File: src/prot_logic_pkg.sv
package prot_logic_pkg;
  // Wishbone register map, byte addresses of aligned 32-bit words
  localparam int ADR_W = 8;
  localparam logic [7:0] OFS_CTRL = 8'h00; // Write-one pulses
  localparam logic [7:0] OFS_PWR_THR_ONE = 8'h04; // Alarm one threshold
  localparam logic [7:0] OFS_PWR_THR_TWO = 8'h08; // Alarm two threshold
  localparam logic [7:0] OFS_PHASE_SECTOR = 8'h0c; // Phase sector start angle
  localparam logic [7:0] OFS_NEUTRAL_SECTOR = 8'h10; // Neutral sector start angle
  localparam logic [7:0] OFS_SLOW_TIME = 8'h14; // Slow breaker time, ms
  localparam logic [7:0] OFS_UV_SETTING = 8'h18; // Reclose undervoltage level
  localparam logic [7:0] OFS_UV_DELAY = 8'h1c; // Recovery delay, ms
  localparam logic [7:0] OFS_USER_OUT = 8'h20; // User logic outputs
  localparam logic [7:0] OFS_STATUS = 8'h24; // Read-only flags
  localparam logic [7:0] OFS_LATCH = 8'h28; // Read-only latch and seal state
  // Control register bit positions
  localparam int CTRL_SEAL_RESET = 0;
  localparam int CTRL_CLEAR_ALL = 1;
  // Status register field positions
  localparam int ST_ALARM_ONE = 0;
  localparam int ST_ALARM_TWO = 1;
  localparam int ST_BF_TRIP = 2;
  localparam int ST_BF_RETRIP = 3;
  localparam int ST_PHASE_DIR = 4;
  localparam int ST_NEUTRAL_DIR = 5;
  localparam int ST_SYNC = 6;
  localparam int ST_SLOW_BRK = 7;
  localparam int ST_UV_BLOCK = 8;
  localparam int ST_TAG = 9; // Three bits: off, tagged, on
  localparam int LT_SEAL = 8; // Seal-in bits above the eight latches
  // Reset values
  localparam logic [15:0] RST_PWR_THR = 16'hffff;
  localparam logic [8:0] RST_SECTOR = 9'h000;
  localparam logic [15:0] RST_SLOW_TIME = 16'h00c8;
  localparam logic [15:0] RST_UV_SETTING = 16'h0000;
  localparam logic [15:0] RST_UV_DELAY = 16'h03e8;
  localparam logic [15:0] RST_USER_OUT = 16'h0000;
  // Angles in whole degrees
  localparam logic [9:0] DEG_FULL = 10'h168;
  localparam logic [9:0] DEG_SECTOR = 10'h0b4;
  // Time base
  localparam int CLK_PERIOD_NS = 100;
  localparam int TICK_NS = 1000000; // One tick per millisecond
  localparam int TICK_CYCLES = TICK_NS / CLK_PERIOD_NS;
  localparam int ALARM_DELAY_S = 60;
  localparam int ALARM_DELAY_TICKS = ALARM_DELAY_S * (1000000000 / TICK_NS);
  // Hot hold tag states, one-hot
  typedef enum logic [2:0] {
    TAG_OFF = 3'h1,
    TAG_TAGGED = 3'h2,
    TAG_ON = 3'h4
  } tag_state_e;
  localparam tag_state_e TAG_INIT_RST = TAG_OFF;
endpackage

File: src/prot_logic.sv
// Operation
// - Alarm two asserts after sixty seconds above threshold
// - Dropping below threshold early clears the timer
// - Two power alarms with independent thresholds
// - Breaker failure trip flag follows trip event
// - Retrip flag follows retrip event
// - Phase flag while positive angle in sector
// - Neutral flag while negative angle in sector
// - Sync output equals sync condition
// - Slow breaker alarm after configured time
// - Undervoltage asserts block and suspends reclosing
// - Block releases after voltage recovers for delay
// - Eight latches set and reset by inputs
// - Sixteen user outputs, reset to zero
// - Off to on on tag release
// - On state permits reclose and manual close
// - Seal-in holds until seal reset command; the clear-all command drops it too
// - Off to tagged on tag set
// - Tagged or on return to off
// - Tagged state blocks the close output
//
// Added by the designer: register access over Wishbone and the placing of the registers.

// Pickup timer: counts ticks while its condition holds
module pickup_timer (
  input wire logic i_clk_sys,
  input wire logic i_rst_b,
  input wire logic i_ce,
  input wire logic i_tick,
  input wire logic i_clear,
  input wire logic i_cond,
  input wire logic [15:0] i_limit,
  output logic o_done
);
  logic [15:0] count; // Elapsed ticks

  // Count restarts whenever the condition drops
  always_ff @(posedge i_clk_sys or negedge i_rst_b) begin
    if (!i_rst_b) begin
      count <= 16'h0000;
    end else if (i_ce) begin
      if (!i_cond || i_clear) begin
        count <= 16'h0000;
      end else if (i_tick && count < i_limit) begin
        count <= count + 16'h0001;
      end
    end
  end

  // Done only while the condition still holds
  always_ff @(posedge i_clk_sys or negedge i_rst_b) begin
    if (!i_rst_b) begin
      o_done <= 1'b0;
    end else if (i_ce) begin
      o_done <= i_cond && !i_clear && count >= i_limit;
    end
  end
endmodule

module prot_logic #(
  parameter int P_TICK_CYCLES = prot_logic_pkg::TICK_CYCLES,
  parameter int P_ALARM_TICKS = prot_logic_pkg::ALARM_DELAY_TICKS,
  parameter prot_logic_pkg::tag_state_e P_TAG_INIT = prot_logic_pkg::TAG_INIT_RST
) (
  input wire logic i_clk_sys,
  input wire logic i_rst_b,
  input wire logic i_ce,
  input wire logic i_wb_cyc,
  input wire logic i_wb_stb,
  input wire logic i_wb_we,
  input wire logic [prot_logic_pkg::ADR_W-1:0] i_wb_adr,
  input wire logic [3:0] i_wb_sel,
  input wire logic [31:0] i_wb_dat,
  output logic [31:0] o_wb_dat,
  output logic o_wb_ack,
  input wire logic [15:0] i_pos_power,
  input wire logic [8:0] i_pos_seq_angle,
  input wire logic [8:0] i_neg_seq_angle,
  input wire logic i_bf_trip_event,
  input wire logic i_bf_retrip_event,
  input wire logic i_sync_ok,
  input wire logic i_breaker_operating,
  input wire logic [15:0] i_voltage,
  input wire logic [7:0] i_latch_set,
  input wire logic [7:0] i_latch_reset,
  input wire logic i_tag_set_input,
  input wire logic i_tag_release_input,
  input wire logic i_manual_close,
  input wire logic i_reclose_request,
  output logic o_positive_power_alarm_one,
  output logic o_positive_power_alarm_two,
  output logic o_breaker_failure_trip_flag,
  output logic o_breaker_failure_retrip_flag,
  output logic o_phase_directional_flag,
  output logic o_neutral_directional_flag,
  output logic o_sync_check,
  output logic o_slow_breaker_alarm,
  output logic o_reclose_undervoltage_block,
  output logic [4:0] o_seal_in,
  output logic [7:0] o_latching_outputs,
  output logic [15:0] o_user_logic_outputs,
  output logic o_tag_off_state_output,
  output logic o_tag_tagged_state_output,
  output logic o_tag_on_state_output,
  output logic o_close_output,
  output logic o_reclose_output
);
  import prot_logic_pkg::*;

  logic [13:0] tick_cnt; // Divider for the millisecond time base
  logic tick; // One-cycle time base strobe
  logic [15:0] pwr_thr_one; // Alarm one threshold
  logic [15:0] pwr_thr_two; // Alarm two threshold
  logic [8:0] phase_start; // Phase sector start
  logic [8:0] neutral_start; // Neutral sector start
  logic [15:0] slow_time; // Slow breaker limit
  logic [15:0] uv_setting; // Undervoltage level
  logic [15:0] uv_delay; // Recovery delay
  logic seal_reset; // Pulse from control write
  logic clear_all; // Pulse from control write
  logic uv_recovered; // Recovery timer done
  logic [31:0] next_rd; // Read mux
  logic wb_req; // New bus request this cycle
  logic wb_wr; // Write strobe
  tag_state_e tag_state; // Hot hold tag machine state
  tag_state_e next_tag_state;
  logic [4:0] seal_base; // Sources of the seal-in alarms

  assign wb_req = i_wb_cyc && i_wb_stb && !o_wb_ack;
  assign wb_wr = wb_req && i_wb_we;

  // True when angle lies in the half plane that starts at the sector angle
  function automatic logic in_sector(input logic [8:0] a, input logic [8:0] s);
    logic [9:0] d;
    begin
      d = (a >= s) ? ({1'b0, a} - {1'b0, s}) : ({1'b0, a} + DEG_FULL - {1'b0, s});
      in_sector = d < DEG_SECTOR;
    end
  endfunction

  // Time base divider; stops with the clock enable like everything else
  always_ff @(posedge i_clk_sys or negedge i_rst_b) begin
    if (!i_rst_b) begin
      tick_cnt <= 14'h0000;
      tick <= 1'b0;
    end else if (i_ce) begin
      if (tick_cnt == 14'(P_TICK_CYCLES - 1)) begin
        tick_cnt <= 14'h0000;
        tick <= 1'b1;
      end else begin
        tick_cnt <= tick_cnt + 14'h0001;
        tick <= 1'b0;
      end
    end
  end

  // Bus slave: one wait state, ack for one cycle, unmapped reads give zero
  always_ff @(posedge i_clk_sys or negedge i_rst_b) begin
    if (!i_rst_b) begin
      o_wb_ack <= 1'b0;
      o_wb_dat <= 32'h0000_0000;
    end else if (i_ce) begin
      o_wb_ack <= wb_req;
      if (wb_req && !i_wb_we) begin
        o_wb_dat <= next_rd;
      end
    end
  end

  // Settings writes, byte lanes honoured; low two lanes only carry data
  always_ff @(posedge i_clk_sys or negedge i_rst_b) begin
    if (!i_rst_b) begin
      pwr_thr_one <= RST_PWR_THR;
      pwr_thr_two <= RST_PWR_THR;
      phase_start <= RST_SECTOR;
      neutral_start <= RST_SECTOR;
      slow_time <= RST_SLOW_TIME;
      uv_setting <= RST_UV_SETTING;
      uv_delay <= RST_UV_DELAY;
      o_user_logic_outputs <= RST_USER_OUT;
    end else if (i_ce && wb_wr) begin
      for (int b = 0; b < 2; b++) begin
        if (i_wb_sel[b]) begin
          case (i_wb_adr)
            OFS_PWR_THR_ONE: pwr_thr_one[b*8 +: 8] <= i_wb_dat[b*8 +: 8];
            OFS_PWR_THR_TWO: pwr_thr_two[b*8 +: 8] <= i_wb_dat[b*8 +: 8];
            OFS_SLOW_TIME: slow_time[b*8 +: 8] <= i_wb_dat[b*8 +: 8];
            OFS_UV_SETTING: uv_setting[b*8 +: 8] <= i_wb_dat[b*8 +: 8];
            OFS_UV_DELAY: uv_delay[b*8 +: 8] <= i_wb_dat[b*8 +: 8];
            OFS_USER_OUT: o_user_logic_outputs[b*8 +: 8] <= i_wb_dat[b*8 +: 8];
            default: ;
          endcase
        end
      end
      // Angles are nine bits wide and straddle two lanes
      if (i_wb_adr == OFS_PHASE_SECTOR && i_wb_sel[1:0] == 2'h3) begin
        phase_start <= i_wb_dat[8:0];
      end
      if (i_wb_adr == OFS_NEUTRAL_SECTOR && i_wb_sel[1:0] == 2'h3) begin
        neutral_start <= i_wb_dat[8:0];
      end
    end
  end

  // Control pulses last exactly one enabled cycle
  always_ff @(posedge i_clk_sys or negedge i_rst_b) begin
    if (!i_rst_b) begin
      seal_reset <= 1'b0;
      clear_all <= 1'b0;
    end else if (i_ce) begin
      seal_reset <= wb_wr && i_wb_adr == OFS_CTRL && i_wb_sel[0] && i_wb_dat[CTRL_SEAL_RESET];
      clear_all <= wb_wr && i_wb_adr == OFS_CTRL && i_wb_sel[0] && i_wb_dat[CTRL_CLEAR_ALL];
    end
  end

  // Read mux
  always_comb begin
    next_rd = 32'h0000_0000;
    case (i_wb_adr)
      OFS_PWR_THR_ONE: next_rd[15:0] = pwr_thr_one;
      OFS_PWR_THR_TWO: next_rd[15:0] = pwr_thr_two;
      OFS_PHASE_SECTOR: next_rd[8:0] = phase_start;
      OFS_NEUTRAL_SECTOR: next_rd[8:0] = neutral_start;
      OFS_SLOW_TIME: next_rd[15:0] = slow_time;
      OFS_UV_SETTING: next_rd[15:0] = uv_setting;
      OFS_UV_DELAY: next_rd[15:0] = uv_delay;
      OFS_USER_OUT: next_rd[15:0] = o_user_logic_outputs;
      OFS_STATUS: begin
        next_rd[ST_ALARM_ONE] = o_positive_power_alarm_one;
        next_rd[ST_ALARM_TWO] = o_positive_power_alarm_two;
        next_rd[ST_BF_TRIP] = o_breaker_failure_trip_flag;
        next_rd[ST_BF_RETRIP] = o_breaker_failure_retrip_flag;
        next_rd[ST_PHASE_DIR] = o_phase_directional_flag;
        next_rd[ST_NEUTRAL_DIR] = o_neutral_directional_flag;
        next_rd[ST_SYNC] = o_sync_check;
        next_rd[ST_SLOW_BRK] = o_slow_breaker_alarm;
        next_rd[ST_UV_BLOCK] = o_reclose_undervoltage_block;
        next_rd[ST_TAG +: 3] = tag_state;
      end
      OFS_LATCH: next_rd[LT_SEAL + 4:0] = {o_seal_in, o_latching_outputs};
      default: next_rd = 32'h0000_0000; // Unmapped and control read as zero
    endcase
  end

  // Delayed power alarms, one threshold each
  pickup_timer u_alarm_one (
    .i_clk_sys(i_clk_sys),
    .i_rst_b(i_rst_b),
    .i_ce(i_ce),
    .i_tick(tick),
    .i_clear(clear_all),
    .i_cond(i_pos_power > pwr_thr_one),
    .i_limit(16'(P_ALARM_TICKS)),
    .o_done(o_positive_power_alarm_one)
  );

  pickup_timer u_alarm_two (
    .i_clk_sys(i_clk_sys),
    .i_rst_b(i_rst_b),
    .i_ce(i_ce),
    .i_tick(tick),
    .i_clear(clear_all),
    .i_cond(i_pos_power > pwr_thr_two),
    .i_limit(16'(P_ALARM_TICKS)),
    .o_done(o_positive_power_alarm_two)
  );

  // Slow breaker: breaker still operating after the set time
  pickup_timer u_slow_brk (
    .i_clk_sys(i_clk_sys),
    .i_rst_b(i_rst_b),
    .i_ce(i_ce),
    .i_tick(tick),
    .i_clear(clear_all),
    .i_cond(i_breaker_operating),
    .i_limit(slow_time),
    .o_done(o_slow_breaker_alarm)
  );

  // Voltage must stay above the setting for the whole delay
  pickup_timer u_uv_recover (
    .i_clk_sys(i_clk_sys),
    .i_rst_b(i_rst_b),
    .i_ce(i_ce),
    .i_tick(tick),
    .i_clear(clear_all),
    .i_cond(i_voltage > uv_setting),
    .i_limit(uv_delay),
    .o_done(uv_recovered)
  );

  // Direct flags, one register stage from their sources
  always_ff @(posedge i_clk_sys or negedge i_rst_b) begin
    if (!i_rst_b) begin
      o_breaker_failure_trip_flag <= 1'b0;
      o_breaker_failure_retrip_flag <= 1'b0;
      o_phase_directional_flag <= 1'b0;
      o_neutral_directional_flag <= 1'b0;
      o_sync_check <= 1'b0;
    end else if (i_ce) begin
      o_breaker_failure_trip_flag <= i_bf_trip_event;
      o_breaker_failure_retrip_flag <= i_bf_retrip_event;
      o_phase_directional_flag <= in_sector(i_pos_seq_angle, phase_start);
      o_neutral_directional_flag <= in_sector(i_neg_seq_angle, neutral_start);
      o_sync_check <= i_sync_ok;
    end
  end

  // Undervoltage block: set below level, released only by recovery timer
  always_ff @(posedge i_clk_sys or negedge i_rst_b) begin
    if (!i_rst_b) begin
      o_reclose_undervoltage_block <= 1'b0;
    end else if (i_ce) begin
      if (i_voltage < uv_setting) begin
        o_reclose_undervoltage_block <= 1'b1;
      end else if (uv_recovered) begin
        o_reclose_undervoltage_block <= 1'b0;
      end
    end
  end

  // Seal-ins follow the flags; a fresh event beats a reset in the same cycle
  assign seal_base = {o_sync_check, o_neutral_directional_flag, o_phase_directional_flag,
                      o_breaker_failure_retrip_flag, o_breaker_failure_trip_flag};

  always_ff @(posedge i_clk_sys or negedge i_rst_b) begin
    if (!i_rst_b) begin
      o_seal_in <= 5'h00;
    end else if (i_ce) begin
      o_seal_in <= seal_base | ((seal_reset || clear_all) ? 5'h00 : o_seal_in);
    end
  end

  // Latches: set wins over reset so a set pulse is never lost
  always_ff @(posedge i_clk_sys or negedge i_rst_b) begin
    if (!i_rst_b) begin
      o_latching_outputs <= 8'h00;
    end else if (i_ce) begin
      if (clear_all) begin
        o_latching_outputs <= i_latch_set;
      end else begin
        o_latching_outputs <= i_latch_set | (o_latching_outputs & ~i_latch_reset);
      end
    end
  end

  // Hot hold tag transitions; tag set wins when both inputs arrive in off
  always_comb begin
    case (tag_state)
      TAG_OFF: begin
        if (i_tag_set_input) begin
          next_tag_state = TAG_TAGGED;
        end else if (i_tag_release_input) begin
          next_tag_state = TAG_ON;
        end else begin
          next_tag_state = TAG_OFF;
        end
      end
      TAG_TAGGED: next_tag_state = i_tag_release_input ? TAG_OFF : TAG_TAGGED;
      TAG_ON: next_tag_state = i_tag_set_input ? TAG_OFF : TAG_ON;
      default: next_tag_state = TAG_OFF;
    endcase
  end

  always_ff @(posedge i_clk_sys or negedge i_rst_b) begin
    if (!i_rst_b) begin
      tag_state <= P_TAG_INIT;
    end else if (i_ce) begin
      tag_state <= next_tag_state;
    end
  end

  // State outputs are the one-hot state bits, so they never overlap
  assign o_tag_off_state_output = tag_state[0];
  assign o_tag_tagged_state_output = tag_state[1];
  assign o_tag_on_state_output = tag_state[2];

  // Close gating; the undervoltage block only suspends automatic reclosing
  always_ff @(posedge i_clk_sys or negedge i_rst_b) begin
    if (!i_rst_b) begin
      o_close_output <= 1'b0;
      o_reclose_output <= 1'b0;
    end else if (i_ce) begin
      o_close_output <= i_manual_close && tag_state != TAG_TAGGED;
      // Raw compare too, so the first low-voltage cycle cannot slip a reclose through
      o_reclose_output <= i_reclose_request && tag_state == TAG_ON
                          && !o_reclose_undervoltage_block && !(i_voltage < uv_setting);
    end
  end
endmodule

File: config.mk
export PLATFORM = sky130hd
export DESIGN_NAME = prot_logic
export DESIGN_NICKNAME = d
export VERILOG_FILES = /design/src/prot_logic_pkg.sv /design/src/prot_logic.sv
export SDC_FILE = /design/constraint.sdc
export NUM_CORES = 1
export LEC_CHECK = 0
export ABC_AREA = 1
export BUFFER_PORTS_ARGS = -buffer_cell sky130_fd_sc_hd__buf_2
export CORE_UTILIZATION = 55
export CTS_BUF_LIST = sky130_fd_sc_hd__clkbuf_2 sky130_fd_sc_hd__clkbuf_4 sky130_fd_sc_hd__clkbuf_8
export CTS_CLUSTER_DIAMETER = 150
export DETAILED_ROUTE_END_ITERATION = 10
export PLACE_DENSITY = 0.76
export SLEW_MARGIN = 30
export SYNTH_ARGS = -nofsm -noshare
export SYNTH_HDL_FRONTEND = slang
export SYNTH_SLANG_ARGS = --single-unit
File: constraint.sdc
create_clock -name i_clk_sys -period 2.6 [get_ports i_clk_sys]
set_input_delay 0.52 -clock i_clk_sys [delete_from_list [all_inputs] [get_ports i_clk_sys]]
set_output_delay 0.52 -clock i_clk_sys [all_outputs]
set_load 0.03 [all_outputs]
==> flow_metrics.env <==
export IMPL_rsz0062_at_grt="no"
export IMPL_cts_tree="yes"
export IMPL_path_max_fanout=14
export IMPL_fillCellCount=2576
export IMPL_synth_edf_count=0
export IMPL_start_util_pct=56.52
export IMPL_ir_drop_uv=317.6
export IMPL_layout_common_cells="563 x nand2_1, 323 x inv_1, 198 x dfrtp_1"
export IMPL_finalCritPeriodShare_pct=96.13
export IMPL_clkTransAtPathRegs_ns=0.06
export IMPL_switchingPower_mw=2.668
export IMPL_setup_viol=0
export IMPL_tightest_slew_ns=0.7577
export IMPL_power_density_nw_per_um2=489.0
export IMPL_internal_power_mw=6.482
export IMPL_wl_mm=47.20
export IMPL_outcome="finished clean"
export IMPL_endpoint_kind="register"
export IMPL_power_share_clock_pct=42.0
export IMPL_grt_pass1_wl_mm=75.72
export IMPL_ys_types=52
export IMPL_fin_nets=2649
export IMPL_drc=0
export IMPL_ant_nets=0
export IMPL_cp_data_arrival_time_ns=2.95
export IMPL_critPathKind="register to register"
export IMPL_fin_setup_tns_ns=0
export IMPL_seqPwrFrac_pct=43.6
export IMPL_clock_fmax_mhz=400.1
export IMPL_routedWlPerCell_um=16.82
export IMPL_yosys_top_cells_area="dfrtp_1 30%, nand2_1 13%, ha_1 9.8%"
export IMPL_placed_area_um2=17730
export IMPL_ys_seq_area_share_pct=36.94
export IMPL_required_ns=3.05
export IMPL_place_congestion=0.9790
export IMPL_root_buffer="clkbuf_8"
export IMPL_num_io_pins=200
export IMPL_synth_cell_area_um2=16400
export IMPL_async_flop_share_pct=100.0
export IMPL_dp_hpwl_mm=36.69
export IMPL_vias=15167
export IMPL_overflow=0
export IMPL_relSlewSlack_pct=49.49
export IMPL_cts_resized=0
export IMPL_die_area_um2=30510
export IMPL_skew_ns=0.04356
export IMPL_port_buffers=165
export IMPL_yosysWarnings=0
export IMPL_timing_hold_ws_ns=0.1651
export IMPL_cap_violations=0
export IMPL_chipWidth_um=174.7
export IMPL_syn_avg_cell_area_um2=7.522
export IMPL_cts_buffer_depth=3
export IMPL_final_common_cell="nand2_1"
export IMPL_worst_hold_path_type="primary input to register"
export IMPL_comb_power_share_pct=14.3
export IMPL_fin_area_um2=18710
export IMPL_p_sw_share_pct=29.16
export IMPL_clock_latency_ns=0.59
export IMPL_numCtsBuffers=43
export IMPL_pre_cts_ws_ns=0.05764
export IMPL_start_kind="register"
export IMPL_detail_route_vias_per_cell=5.403
export IMPL_grt_pass1_vias=14492
export IMPL_fin_ws_ns=0.1006
export IMPL_ys_ff_latch=240
export IMPL_netlist_instances=2180
export IMPL_synth_ff_type="dfrtp_1"
export IMPL_yosys_area_top_type="dfrtp_1"
export IMPL_fin_crit_ns=2.499
export IMPL_drtPass1Iterations=5
export IMPL_grt_use_total_pct=31.41
export IMPL_power_leakage_nw=9.626
export IMPL_first_iter_violations=1343
export IMPL_die_h_um=174.7
export IMPL_core_area_um2=29010
export IMPL_hold_viol_final=0
export IMPL_yosysTopAreaCellShare_pct=30.22
export IMPL_slew_viol_final=0
export IMPL_antenna_found_initial=3
export IMPL_rows=62
export IMPL_area_delta_synth_final_pct=14.11
export IMPL_cts_sinks=240
export IMPL_grt_start_max_net_pins=64
export IMPL_cts_htree_levels=2
export IMPL_layout_drive_gt1_share_pct=15.90
[worst paths after layout]
path                                 start                     to  slack (ns)  cells past startpoint
min reg2reg                 pwr_thr_two[5]         pwr_thr_two[5]        0.48                      2
max in group asynchronous          i_rst_b        pwr_thr_one[11]        1.42                      3
max                        pwr_thr_one[14]  u_alarm_one.count[14]        0.10                     10
min                         i_latch_set[5]  o_latching_outputs[5]        0.17                      2
max reg2reg                pwr_thr_one[14]  u_alarm_one.count[14]        0.10                     10
min in group asynchronous          i_rst_b           uv_delay[11]        0.41                      2
[synthesized netlist by cell type (all sizes together), types with 3 or more instances]
| cell type | count |
|---|---|
| a21oi | 78 |
| fa | 10 |
| dfrtp | 198 |
| xnor2 | 9 |
| nor4 | 7 |
| a31oi | 5 |
| o21bai | 5 |
| a21o | 4 |
| xor2 | 56 |
| nor3 | 33 |
| nor2 | 163 |
| buf | 47 |
| nand2 | 585 |
| o22ai | 42 |
| dfstp | 42 |
| ha | 129 |
| nand3 | 136 |
| inv | 336 |
| nand3b | 9 |
| o21a | 6 |
| o21ai | 187 |
| a22o | 8 |
| a221oi | 8 |
| nand4 | 45 |
| clkbuf | 18 |
| a21boi | 3 |
[flip-flops by register name (all words and copies together), names as in the netlist, 14 cells and up]
register	flops
o_user_logic_outputs	16
o_wb_dat	16
pwr_thr_one	16
pwr_thr_two	16
slow_time	16
u_alarm_one.count	16
u_alarm_two.count	16
u_slow_brk.count	16
u_uv_recover.count	16
uv_delay	16
uv_setting	16
tick_cnt	14
[critical path, cell delays in order (launching register included)]
cell	delay, ns
dfstp_2	0.53
inv_1	0.06
ha_1	0.29
nand4_1	0.13
nor3_1	0.39
buf_4	0.20
a31oi_1	0.08
nand3_1	0.12
nand2_1	0.31
nand2_1	0.17
nand2_1	0.07
[logic make-up (layout without fill, tap and decap cells)]
group                    Yosys count  count (layout)  share of synthesized area (%)
AND/OR/NAND/NOR                  984             984                          26.34
AO/OA/AOI/OAI                    350             350                          11.83
other                              1              18                        0.02287
adder cells (fa/ha/maj)          139             139                          11.06
flip-flops                       240             240                          36.94
buffers and inverters            401             627                          10.32
XOR/XNOR                          65              65                          3.472
[metal layers]
| metal | part of all wire (%) | GRT usage [%] | up-vias |
|---|---|---|---|
| met1 | 43 | 42.38 | 7064 |
| met4 | 3.5 | 12.36 | 2 |
| met2 | 46 | 50.66 | 543 |
| met5 | 0.025 | 0 | - |
| li1 | - | - | 7465 |
| met3 | 7.3 | 4.939 | 93 |
[timing repair]
item	CTS	global route
endpoints found under the hold margin	28	0
endpoints found under the setup margin	0	1
buffers inserted	0	1
hold buffers	1	0
[power groups by stage]
stage | logic, mW | registers, mW | clock network [mW]
2_1_floorplan | 0.702 | 4.15 | 0
3_3_place_gp | 1.27 | 4.05 | 0
3_5_place_dp | 1.30 | 4.05 | 0
4_1_cts | 1.31 | 3.99 | 3.90
5_1_grt | 1.46 | 4.00 | 4.06
6_report | 1.31 | 3.99 | 3.85
[stage by stage]
| stage | power, mW | std cells | util (%) |
|---|---|---|---|
| floorplan | 4.854 | 2195 | - |
| global placement | 5.313 | 2723 | 61.13 |
| detailed placement | 5.349 | 2723 | 61.13 |
| CTS | 9.201 | 2804 | 64.45 |
| global route | 9.532 | 2805 | 64.48 |
| finish | 9.151 | 2807 | 64.49 |
[layout make-up]
type | count | area, um2 | share of cell area (%)
multi-input combinational | 1554 | 8703 | 46.51
sequential | 240 | 6058 | 32.38
inverter | 336 | 1264 | 6.754
timing repair buffer | 211 | 1246 | 6.660
clock buffer | 72 | 897.1 | 4.794
tap | 384 | 480.5 | 2.568
clock inverter | 8 | 57.56 | 0.3076
antenna | 2 | 5.005 | 0.02675
(Power assumes the default switching activity.)
